[src/ext_decoder_pkg.sv]
// Constants for the extended instruction decoder.
// Assumes a 16-bit instruction word and 12-bit data addresses.
package ext_decoder_pkg;

  // ==========================================================
  // Encodings
  localparam logic [7:0]  OP_ADD_PTR      = 8'he8;
  localparam logic [7:0]  OP_SUB_PTR      = 8'he9;
  localparam logic [7:0]  OP_PUSH_LIT     = 8'hea;
  localparam logic [7:0]  OP_MOVE_IDX     = 8'heb;
  localparam logic [15:0] OP_CALL_WORKING_REGISTER    = 16'h0014;
  localparam logic [3:0]  OP_SECOND_WORD  = 4'hf;
  localparam logic [1:0]  SEL_FRAME       = 2'h3;
  localparam int          DEST_IDX_BIT    = 7;
  localparam int          ACCESS_BIT      = 8;
  localparam logic [7:0]  IDX_LIMIT       = 8'h60;

  // ==========================================================
  // Widths and reset values
  localparam int          ADDR_W          = 12;
  localparam logic [11:0] PTR_RESET       = 12'h000;

  // ==========================================================
  // Operations presented to the core and decoder states
  typedef enum logic [3:0]
  {
    OPK_NONE     = 4'h0,
    OPK_PTR_ARITH = 4'h1,
    OPK_PUSH     = 4'h2,
    OPK_CALL_W   = 4'h3,
    OPK_MOVE     = 4'h4,
    OPK_RETURN   = 4'h5,
    OPK_STANDARD = 4'h6
  } op_kind_t;

  typedef enum logic [2:0]
  {
    ST_FETCH  = 3'b001,
    ST_RETURN = 3'b010,
    ST_SECOND = 3'b100
  } dec_state_t;

endpackage : ext_decoder_pkg

[src/extended_instruction_decoder.sv]
// Decode and execute control for the extended instruction set.
// Assumes the fetch stage presents one word per cycle with instr_valid, and the
// register file performs the moves and stores that this block requests.
`timescale 1ns/100ps

module extended_instruction_decoder
(
  // Clock and reset
  input  wire logic         ref_clk,
  input  wire logic         reset,
  // Configuration
  input  wire logic         extension_enable_config_bit,
  // Fetch stage
  input  wire logic         instr_valid,
  input  wire logic [15:0]  instr_word,
  input  wire logic [7:0]   working_register,
  // Pointer registers
  output logic [11:0]       indirect_pointer_register [3],
  // Core requests
  output ext_decoder_pkg::op_kind_t op_kind,
  output logic              status_write_en,
  output logic              mem_write_en,
  output logic [11:0]       mem_addr,
  output logic [11:0]       mem_src_addr,
  output logic [7:0]        mem_write_data,
  output logic              call_en,
  output logic [7:0]        call_target,
  output logic              return_en,
  output logic              stall,
  output logic              indexed_mode
);

  // ==========================================================
  // Decode helpers
  function automatic logic is_ext(input logic [15:0] w);
    is_ext = (w[15:8] == ext_decoder_pkg::OP_ADD_PTR) || (w[15:8] == ext_decoder_pkg::OP_SUB_PTR) ||
             (w[15:8] == ext_decoder_pkg::OP_PUSH_LIT) || (w[15:8] == ext_decoder_pkg::OP_MOVE_IDX) ||
             (w == ext_decoder_pkg::OP_CALL_WORKING_REGISTER);
  endfunction : is_ext

  function automatic logic [11:0] idx_addr(input logic [11:0] base, input logic [6:0] off);
    idx_addr = base + {5'h00, off};
  endfunction : idx_addr

  // ==========================================================
  // State
  ext_decoder_pkg::dec_state_t state;
  ext_decoder_pkg::dec_state_t next_state;
  logic [11:0] ptr [3];
  logic [11:0] next_ptr [3];
  logic        enabled;
  logic        next_enabled;
  logic [11:0] held_src;
  logic [11:0] next_held_src;
  logic        held_idx;
  logic        next_held_idx;
  ext_decoder_pkg::op_kind_t next_op_kind;
  logic        next_status_write_en;
  logic        next_mem_write_en;
  logic [11:0] next_mem_addr;
  logic [11:0] next_mem_src_addr;
  logic [7:0]  next_mem_write_data;
  logic        next_call_en;
  logic [7:0]  next_call_target;
  logic        next_return_en;
  logic        next_stall;

  // ==========================================================
  // Next-state logic
  always_comb
  begin
    logic [1:0]  sel;
    logic [11:0] delta;
    logic [1:0]  tgt;
    sel                  = instr_word[7:6];
    delta                = {6'h00, instr_word[5:0]};
    // Select 11 names frame pointer two; only three pointers exist
    tgt                  = (sel == ext_decoder_pkg::SEL_FRAME) ? 2'h2 : sel;
    next_enabled         = enabled;
    next_state           = state;
    next_ptr             = ptr;
    next_held_src        = held_src;
    next_held_idx        = held_idx;
    next_op_kind         = ext_decoder_pkg::OPK_NONE;
    next_status_write_en = 1'b0;
    next_mem_write_en    = 1'b0;
    next_mem_addr        = mem_addr;
    next_mem_src_addr    = mem_src_addr;
    next_mem_write_data  = mem_write_data;
    next_call_en         = 1'b0;
    next_call_target     = call_target;
    next_return_en       = 1'b0;
    next_stall           = 1'b0;
    // Caught while fetch is idle and only ever turned on, so it cannot change in the middle of an instruction
    if (state == ext_decoder_pkg::ST_FETCH && !instr_valid && op_kind == ext_decoder_pkg::OPK_NONE
        && !enabled && !mem_write_en)
      next_enabled = extension_enable_config_bit;
    unique case (state)
      ext_decoder_pkg::ST_FETCH:
      begin
        if (instr_valid && enabled && is_ext(instr_word))
        begin
          if (instr_word == ext_decoder_pkg::OP_CALL_WORKING_REGISTER)
          begin
            next_op_kind     = ext_decoder_pkg::OPK_CALL_W;
            next_call_en     = 1'b1;
            next_call_target = working_register;
            next_stall       = 1'b1;
            next_state       = ext_decoder_pkg::ST_RETURN;
          end
          else if (instr_word[15:8] == ext_decoder_pkg::OP_PUSH_LIT)
          begin
            next_op_kind        = ext_decoder_pkg::OPK_PUSH;
            next_mem_write_en   = 1'b1;
            next_mem_addr       = ptr[2];
            next_mem_write_data = instr_word[7:0];
            next_ptr[2]         = ptr[2] - 12'h001;
          end
          else if (instr_word[15:8] == ext_decoder_pkg::OP_MOVE_IDX)
          begin
            next_held_src = idx_addr(ptr[2], instr_word[6:0]);
            next_held_idx = instr_word[ext_decoder_pkg::DEST_IDX_BIT];
            next_stall    = 1'b1;
            next_state    = ext_decoder_pkg::ST_SECOND;
          end
          else
          begin
            next_op_kind = ext_decoder_pkg::OPK_PTR_ARITH;
            if (instr_word[15:8] == ext_decoder_pkg::OP_ADD_PTR)
              next_ptr[tgt] = ptr[tgt] + delta;
            else
              next_ptr[tgt] = ptr[tgt] - delta;
            if (sel == ext_decoder_pkg::SEL_FRAME)
            begin
              next_stall = 1'b1;
              next_state = ext_decoder_pkg::ST_RETURN;
            end
          end
        end
        else if (instr_valid)
        begin
          next_op_kind         = ext_decoder_pkg::OPK_STANDARD;
          next_status_write_en = 1'b1;
          next_mem_addr        = {4'h0, instr_word[7:0]};
          if (enabled && !instr_word[ext_decoder_pkg::ACCESS_BIT]
              && instr_word[7:0] < ext_decoder_pkg::IDX_LIMIT)
            next_mem_addr = idx_addr(ptr[2], instr_word[6:0]);
        end
      end
      ext_decoder_pkg::ST_RETURN:
      begin
        // Second cycle of the frame-return forms and of the call
        next_op_kind   = ext_decoder_pkg::OPK_RETURN;
        next_return_en = (op_kind == ext_decoder_pkg::OPK_PTR_ARITH);
        next_state     = ext_decoder_pkg::ST_FETCH;
      end
      ext_decoder_pkg::ST_SECOND:
      begin
        if (instr_valid && instr_word[15:12] == ext_decoder_pkg::OP_SECOND_WORD)
        begin
          next_op_kind      = ext_decoder_pkg::OPK_MOVE;
          next_mem_write_en = 1'b1;
          next_mem_src_addr = held_src;
          if (held_idx)
            next_mem_addr = idx_addr(ptr[2], instr_word[6:0]);
          else
            next_mem_addr = instr_word[11:0];
          next_state = ext_decoder_pkg::ST_FETCH;
        end
        else
          next_stall = 1'b1;
      end
    endcase
  end

  // ==========================================================
  // Registers
  always_ff @(posedge ref_clk)
  begin
    if (reset)
    begin
      state           <= ext_decoder_pkg::ST_FETCH;
      ptr             <= '{default: ext_decoder_pkg::PTR_RESET};
      enabled         <= 1'b0;
      held_src        <= ext_decoder_pkg::PTR_RESET;
      held_idx        <= 1'b0;
      op_kind         <= ext_decoder_pkg::OPK_NONE;
      status_write_en <= 1'b0;
      mem_write_en    <= 1'b0;
      mem_addr        <= ext_decoder_pkg::PTR_RESET;
      mem_src_addr    <= ext_decoder_pkg::PTR_RESET;
      mem_write_data  <= 8'h00;
      call_en         <= 1'b0;
      call_target     <= 8'h00;
      return_en       <= 1'b0;
      stall           <= 1'b0;
    end
    else
    begin
      enabled         <= next_enabled;
      state           <= next_state;
      ptr             <= next_ptr;
      held_src        <= next_held_src;
      held_idx        <= next_held_idx;
      op_kind         <= next_op_kind;
      status_write_en <= next_status_write_en;
      mem_write_en    <= next_mem_write_en;
      mem_addr        <= next_mem_addr;
      mem_src_addr    <= next_mem_src_addr;
      mem_write_data  <= next_mem_write_data;
      call_en         <= next_call_en;
      call_target     <= next_call_target;
      return_en       <= next_return_en;
      stall           <= next_stall;
    end
  end

  assign indirect_pointer_register = ptr;
  assign indexed_mode              = enabled;

endmodule : extended_instruction_decoder

[config.mk]
export PLATFORM = sky130hd
export DESIGN_NAME = extended_instruction_decoder
export DESIGN_NICKNAME = d
export VERILOG_FILES = /design/src/ext_decoder_pkg.sv /design/src/extended_instruction_decoder.sv
export SDC_FILE = /design/constraint.sdc
export NUM_CORES = 1
export LEC_CHECK = 0
export BUFFER_PORTS_ARGS = -buffer_cell sky130_fd_sc_hd__buf_4
export CORE_ASPECT_RATIO = 1.25
export CORE_MARGIN = 2
export CORE_UTILIZATION = 55
export CTS_CLUSTER_SIZE = 40
export DETAILED_ROUTE_END_ITERATION = 12
export GPL_ROUTABILITY_DRIVEN = 0
export PLACE_DENSITY = 0.9
export SLEW_MARGIN = 20
export SYNTH_ARGS = -nofsm -noshare
export SYNTH_HDL_FRONTEND = slang
export SYNTH_SLANG_ARGS = --single-unit
[constraint.sdc]
create_clock -name ref_clk -period 5 [get_ports ref_clk]
set_input_delay 0.25 -clock ref_clk [delete_from_list [all_inputs] [get_ports ref_clk]]
set_output_delay 0.25 -clock ref_clk [all_outputs]
set_load 0.005 [all_outputs]
==> results.txt, run 1 <==
Num CTS Buffers -> 9
Seq pwr share -> 49.7%
Max incr delay on CP -> 620 ps
Required @ worst endpoint -> 5260 ps
Gr ovfl total -> 0
Power share of the clock group -> 41.5%
Gate family responsible for the most delay along the worst path -> simple AND/OR/NAND/NOR gates
Total GRT Usage -> 28.7%
Worst setup margin -> 1850 ps
Layout cells sized above 1 -> 17.5%
Most frequent cells in the layout -> nand2_1 (122), buf_4 (114), dfxtp_1 (101)
RSZ-0062 raised after global routing -> no
First-pass GRT wire length -> 27800 um
Syn_nets -> 820
Clock latency on the worst-skew pair -> 350 ps
Async set or reset register ratio after synthesis -> 0%
Final TNS setup -> 0 ps
TritonRoute pass-1 iters -> 5
Wirelength per Cell -> 17.4 um
Total power -> 1650 uW
Synth Instances -> 769
Port Buf Inserts -> 112
Max-cap violations -> 0
Share of the yosys chip area belonging to registers -> 33.6%
Met3 Use GR -> 4.15%
Crit start category -> register
Starting Density -> 56.6%
Power Dens Cells -> 232 nW/um^2
CP Cell Sequence -> nor3b_4 -> nand4_1 -> nand2_1 -> nand2_1 -> a31oi_2 -> o21ai_0 -> a311oi_1
CP Max Fanout -> 16
Max Freq -> 318 MHz
Antenna violations before repair -> 0
Placement Rows -> 42
Worst rel slew slack -> 29.0%
Worst Skew -> 6.44 ps
CP dominant cell by count -> nand2_1
Met1 usage in global routing -> 34.9%
Top_reg_cell synth -> dfxtp_1
Clock-pin slew on the worst setup and hold paths -> 70 ps
CTS tree -> built
HPWL after DPL -> 12200 um
Die area -> 11800 um^2
Psw -> 402 uW
Netlist Area Pre-Place -> 6010 um^2
Fin. Hold Viols -> 0
DRT iter0 DRCs -> 487
Switching share of power -> 24.4%
Gr busiest metal -> met2
Antenna Cells -> 0
DRC violations left -> 0
Final Cycle Share -> 63.0%
Postcts setup bufs -> 0
Max Root-Sink Buffers -> 2
Leakage -> 0.00280 uW
Num Clock Sinks -> 101
Post-cts resize count -> 0
Commonest non-fill, non-tap cell in the layout -> nand2_1
Final setup viols -> 0
Crit path capture type -> register
Yosys reg bits -> 101
Internal -> 1250 uW
Gate power share -> 8.8%
Pre-CTS setup slack -> 1890 ps
Fin nets -> 894
Outcome -> completed
Vias/cell -> 6.24
Post-synth EDFFs -> 0
Slowest cell on crit path -> nor3b_4
Fin. max-slew vios -> 0
Vias -> 6118
Slew of the pin with the lowest slew margin -> 1060 ps
# IOs -> 114
Hold Buf Count CTS -> 0
Largest net degree at the start of global routing -> 87
Peak VDD IR -> 0.145 mV
Total core area -> 10600 um^2
Hold WC Path Type -> input pin to register
M2 GR Usage -> 49.2%
Layout area overhead -> 18.1%
Number of global-route vias before repair -> 5713
CP Class -> register to register
Drt total wl -> 17100 um
Worst EP arrival -> 3410 ps
Syn Area/Cell -> 7.82 um^2
Root Driver -> clkbuf_16
Yosys warning total -> 0
Fill cell count -> 874
ANT nets after route -> 0
Min cycle time layout -> 3150 ps
Worst Path Buf+Inv -> 0
H-tree depth -> 3
Die height -> 121 um
Die width -> 97.5 um
Library cells used by synthesis -> 77
tightest hold or removal path, stage by stage:
cell and delay [ps]:
buf_4 110, nand2_1 40, a21oi_1 50
final cells by class:
type / instances / area, um^2 / share of cell area, %
sequential: 101 / 2020 / 28.5
inverter: 16 / 60.1 / 0.846
multi-input combinational: 601 / 3700 / 52.1
timing repair buffer: 114 / 856 / 12.1
tap: 132 / 165 / 2.33
clock buffer: 12 / 267 / 3.75
clock inverter: 4 / 28.8 / 0.405
cells by family after synthesis:
family          share of synthesized area, %
compound gates                          24.6
xor+xnor                                3.20
fa+ha+maj                               5.16
buf+inv                                 4.79
flops                                   33.6
mux                                     4.16
other cells                           0.0624
simple gates                            24.4
power by group through the flow:
| stage | Combinational, uW | Sequential [uW] | Clock (uW) |
|---|---|---|---|
| 2_1_floorplan | 85.5 | 836 | 0 |
| 3_3_place_gp | 139 | 836 | 0 |
| 3_5_place_dp | 141 | 837 | 0 |
| 4_1_cts | 142 | 818 | 687 |
| 5_1_grt | 156 | 818 | 721 |
| 6_report | 145 | 818 | 684 |
layer usage:
metal,up-vias,wire (um)
li1,2933,-
met1,2804,6900
met2,328,8200
met3,53,1370
met4,0,624
met5,-,0
through the flow:
step	std cells	area, um^2	hold WS [ps]	utilization (%)
global placement	964	6810	438	64.1
detailed placement	964	6810	444	64.1
global route	980	7100	158	66.9
CTS	980	7100	143	66.9
finish	980	7100	147	66.9
floorplan	769	6010	390	-
worst paths after layout:
| kind | startpoint | to | slack [ps] | cells past startpoint |
|---|---|---|---|---|
| setup reg to reg | state[2] | mem_addr[11] | 1850 | 7 |
| hold reg to reg | call_target[0] | call_target[0] | 450 | 2 |
| hold / removal | working_register[6] | call_target[6] | 150 | 3 |
| setup / recovery | state[2] | mem_addr[11] | 1850 | 7 |
synthesized netlist by cell type (5+ instances only):
master     number  area [um^2]
and4_1          8         70.1
nor2b_1         7         43.8
a31oi_1         8         50.1
and3_1          6         37.5
nor3_1         17         85.1
ha_1           20          250
buf_2          11         55.1
a211oi_1       22          165
xnor2_1        14          123
o31ai_1         6         45.0
o21ai_0        36          180
inv_1          16         60.1
clkbuf_1       33          124
a21o_1          7         52.6
nand2_1       122          458
mux2i_1        25          250
dfxtp_1       101         2020
nor4_1         10         62.6
o21a_1          7         52.6
nand3_1        19         95.1
o211ai_1       11         82.6
o21ai_1        15         75.1
a21oi_1        75          375
nor2_1         72          270
o2111ai_1       5         43.8
nand4_1         7         43.8
xor2_1          8         70.1
registers in the layout, indices dropped and copies added, names as in the netlist:
register / cells
mem_write_data: 8
call_en: 1
held_idx: 1
indexed_mode: 1
mem_write_en: 1
op_kind: 3
indirect_pointer_register: 36
call_target: 8
return_en: 1
status_write_en: 1
stall: 1
held_src: 12
state: 3
mem_src_addr: 12
mem_addr: 12
No activity file was read; power rests on OpenSTA's default activity.
==> inputs of run 2 (changes only) <==
==> constraint.sdc (replaced) <==
create_clock -name ref_clk -period 2.95 [get_ports ref_clk]
set_input_delay 0.1475 -clock ref_clk [delete_from_list [all_inputs] [get_ports ref_clk]]
set_output_delay 0.1475 -clock ref_clk [all_outputs]
set_load 0.005 [all_outputs]
==> results.txt, run 2 (synthesis gave the netlist of run 1 again) <==
Critical R2R Launch -> indirect_pointer_register[3]
Layout area overhead -> 20.7%
TritonRoute pass-1 iters -> 5 (unchanged)
Met3 Use GR -> 5.01% (+0.86 points)
CP Class -> register to register
R2r setup slk -> 280 ps (-1570 ps)
Crit path capture type -> register
Layout cells sized above 1 -> 19.4% (+2.0 points)
Slowest cell on crit path -> dfxtp_1
Max Freq -> 375 MHz (+18%)
DRT iter0 DRCs -> 451 (-7.4%)
CP Cell Sequence -> nand2_1 -> o21ai_0 -> ha_1 -> nor2_1 -> o31ai_1 -> a21oi_1 -> o2111ai_1 -> o21a_1 -> and4_1 -> a311o_1
Leakage -> 0.00290 uW (+3.7%)
Slew of the pin with the lowest slew margin -> 873 ps (-188 ps)
Required @ worst endpoint -> 3200 ps (-2060 ps)
Die area -> 11800 um^2 (unchanged)
Wirelength per Cell -> 17.6 um (+1.1%)
Crit start category -> register
M2 GR Usage -> 48.4% (-0.73 points)
# IOs -> 114 (unchanged)
Worst Skew -> 7.35 ps (+0.914 ps)
Hold WC Path Type -> input pin to register
Antenna violations before repair -> 0 (unchanged)
Die height -> 121 um (unchanged)
Max Root-Sink Buffers -> 2 (unchanged)
HPWL after DPL -> 12800 um (+4.3%)
DRC violations left -> 0 (unchanged)
CTS tree -> built
Worst rel slew slack -> 41.6% (+13 points)
Largest register FFs -> 36 (unchanged)
Peak VDD IR -> 0.257 mV (+78%)
Worst hold start -> working_register[3]
Max incr delay on CP -> 530 ps (-90 ps)
Total GRT Usage -> 28.7% (about the same)
Num Clock Sinks -> 101 (unchanged)
Vias/cell -> 6.27 (+0.37%)
Number of global-route vias before repair -> 5715 (+0.035%)
Die width -> 97.5 um (unchanged)
Final Cycle Share -> 90.4% (+27 points)
Min cycle time layout -> 2670 ps (-481 ps)
Gate family responsible for the most delay along the worst path -> compound AO/OA/AOI/OAI gates
Power Dens Cells -> 388 nW/um^2 (+67%)
Final TNS setup -> 0 ps (unchanged)
Num CTS Buffers -> 9 (unchanged)
Worst Path Buf+Inv -> 0 (unchanged)
CP Max Fanout -> 8 (-8)
Antenna Cells -> 0 (unchanged)
Gr busiest metal -> met2
Fin nets -> 915 (+2.3%)
Worst EP arrival -> 2910 ps (-500 ps)
Outcome -> completed
ANT nets after route -> 0 (unchanged)
Placement Rows -> 42 (unchanged)
Clock latency on the worst-skew pair -> 360 ps (about the same)
Commonest non-fill, non-tap cell in the layout -> buf_4
Drt total wl -> 17600 um (+3.3%)
Fill cell count -> 884 (+1.1%)
Clock-pin slew on the worst setup and hold paths -> 70 ps (about the same)
Total power -> 2820 uW (+71%)
H-tree depth -> 3 (unchanged)
Largest net degree at the start of global routing -> 48 (-45%)
Root Driver -> clkbuf_16
Postcts setup bufs -> 0 (unchanged)
Crit. Startpoint -> indirect_pointer_register[3]
Port Buf Inserts -> 112 (unchanged)
Vias -> 6272 (+2.5%)
Max-cap violations -> 0 (unchanged)
First-pass GRT wire length -> 27600 um (-0.92%)
Starting Density -> 56.6% (unchanged)
Final setup viols -> 0 (unchanged)
Gr ovfl total -> 0 (unchanged)
Most frequent cells in the layout -> buf_4 (135), nand2_1 (122), dfxtp_1 (101)
Fin. max-slew vios -> 0 (unchanged)
Fin. Hold Viols -> 0 (unchanged)
Total core area -> 10600 um^2 (unchanged)
RSZ-0062 raised after global routing -> no
Met1 usage in global routing -> 34.9% (+0.036 points)
## run 2: what timing repair did
action / 4_1_cts / 5_1_grt
resized for setup: 0 / 1
hold buffers: 0 / 0
endpoints found under the setup margin: 0 / 6
## run 2: path summary, 6_finish.rpt
path	end	depth (start not counted)
worst max-delay path	indirect_pointer_register[35]	10
worst min-delay path	call_target[3]	3
worst max register to register	indirect_pointer_register[35]	10
worst min register to register	call_target[3]	2
## run 2: final cells by class
class                      instances  area [um^2]  area share, %
sequential                       101         2020           27.9
clock inverter                     6         53.8          0.741
timing repair buffer             135         1010           14.0
clock buffer                      10          239           3.29
tap                              132          165           2.28
multi-input combinational        601         3700           51.0
inverter                          16         60.1          0.828
## run 2: through the flow
stage          instance area (um^2)  util, %  setup slack (ps)  cells  hold WS [ps]
2_1_floorplan                  6010        -              74.8    769           288
3_3_place_gp                   6960     65.6               309    985           406
3_5_place_dp                   6960     65.6               270    985           410
4_1_cts                        7260     68.4               256   1001          38.7
5_1_grt                        7260     68.4              19.3   1001          47.5
6_report                       7260     68.4               283   1001          40.7
## run 2: report_power, final
group,total [uW],internal [uW],leakage (uW),switching (uW)
clock,1180,611,0.000142,568
sequential,1390,1380,0.000816,10.9
combinational,253,97.3,0.00195,156
## run 2: layer usage
| metal | up-vias | part of all wire (%) |
|---|---|---|
| met1 | 2892 | 39 |
| met5 | - | 0 |
| li1 | 2957 | - |
| met3 | 64 | 8.7 |
| met4 | 0 | 4.2 |
| met2 | 359 | 48 |
## run 2: worst min-delay path: cells and delay by family
kind                   cells  cell delay, ps
buffers and inverters      1             110
and+or+nand+nor            1              50
AOI/OAI and AO/OA          1              50
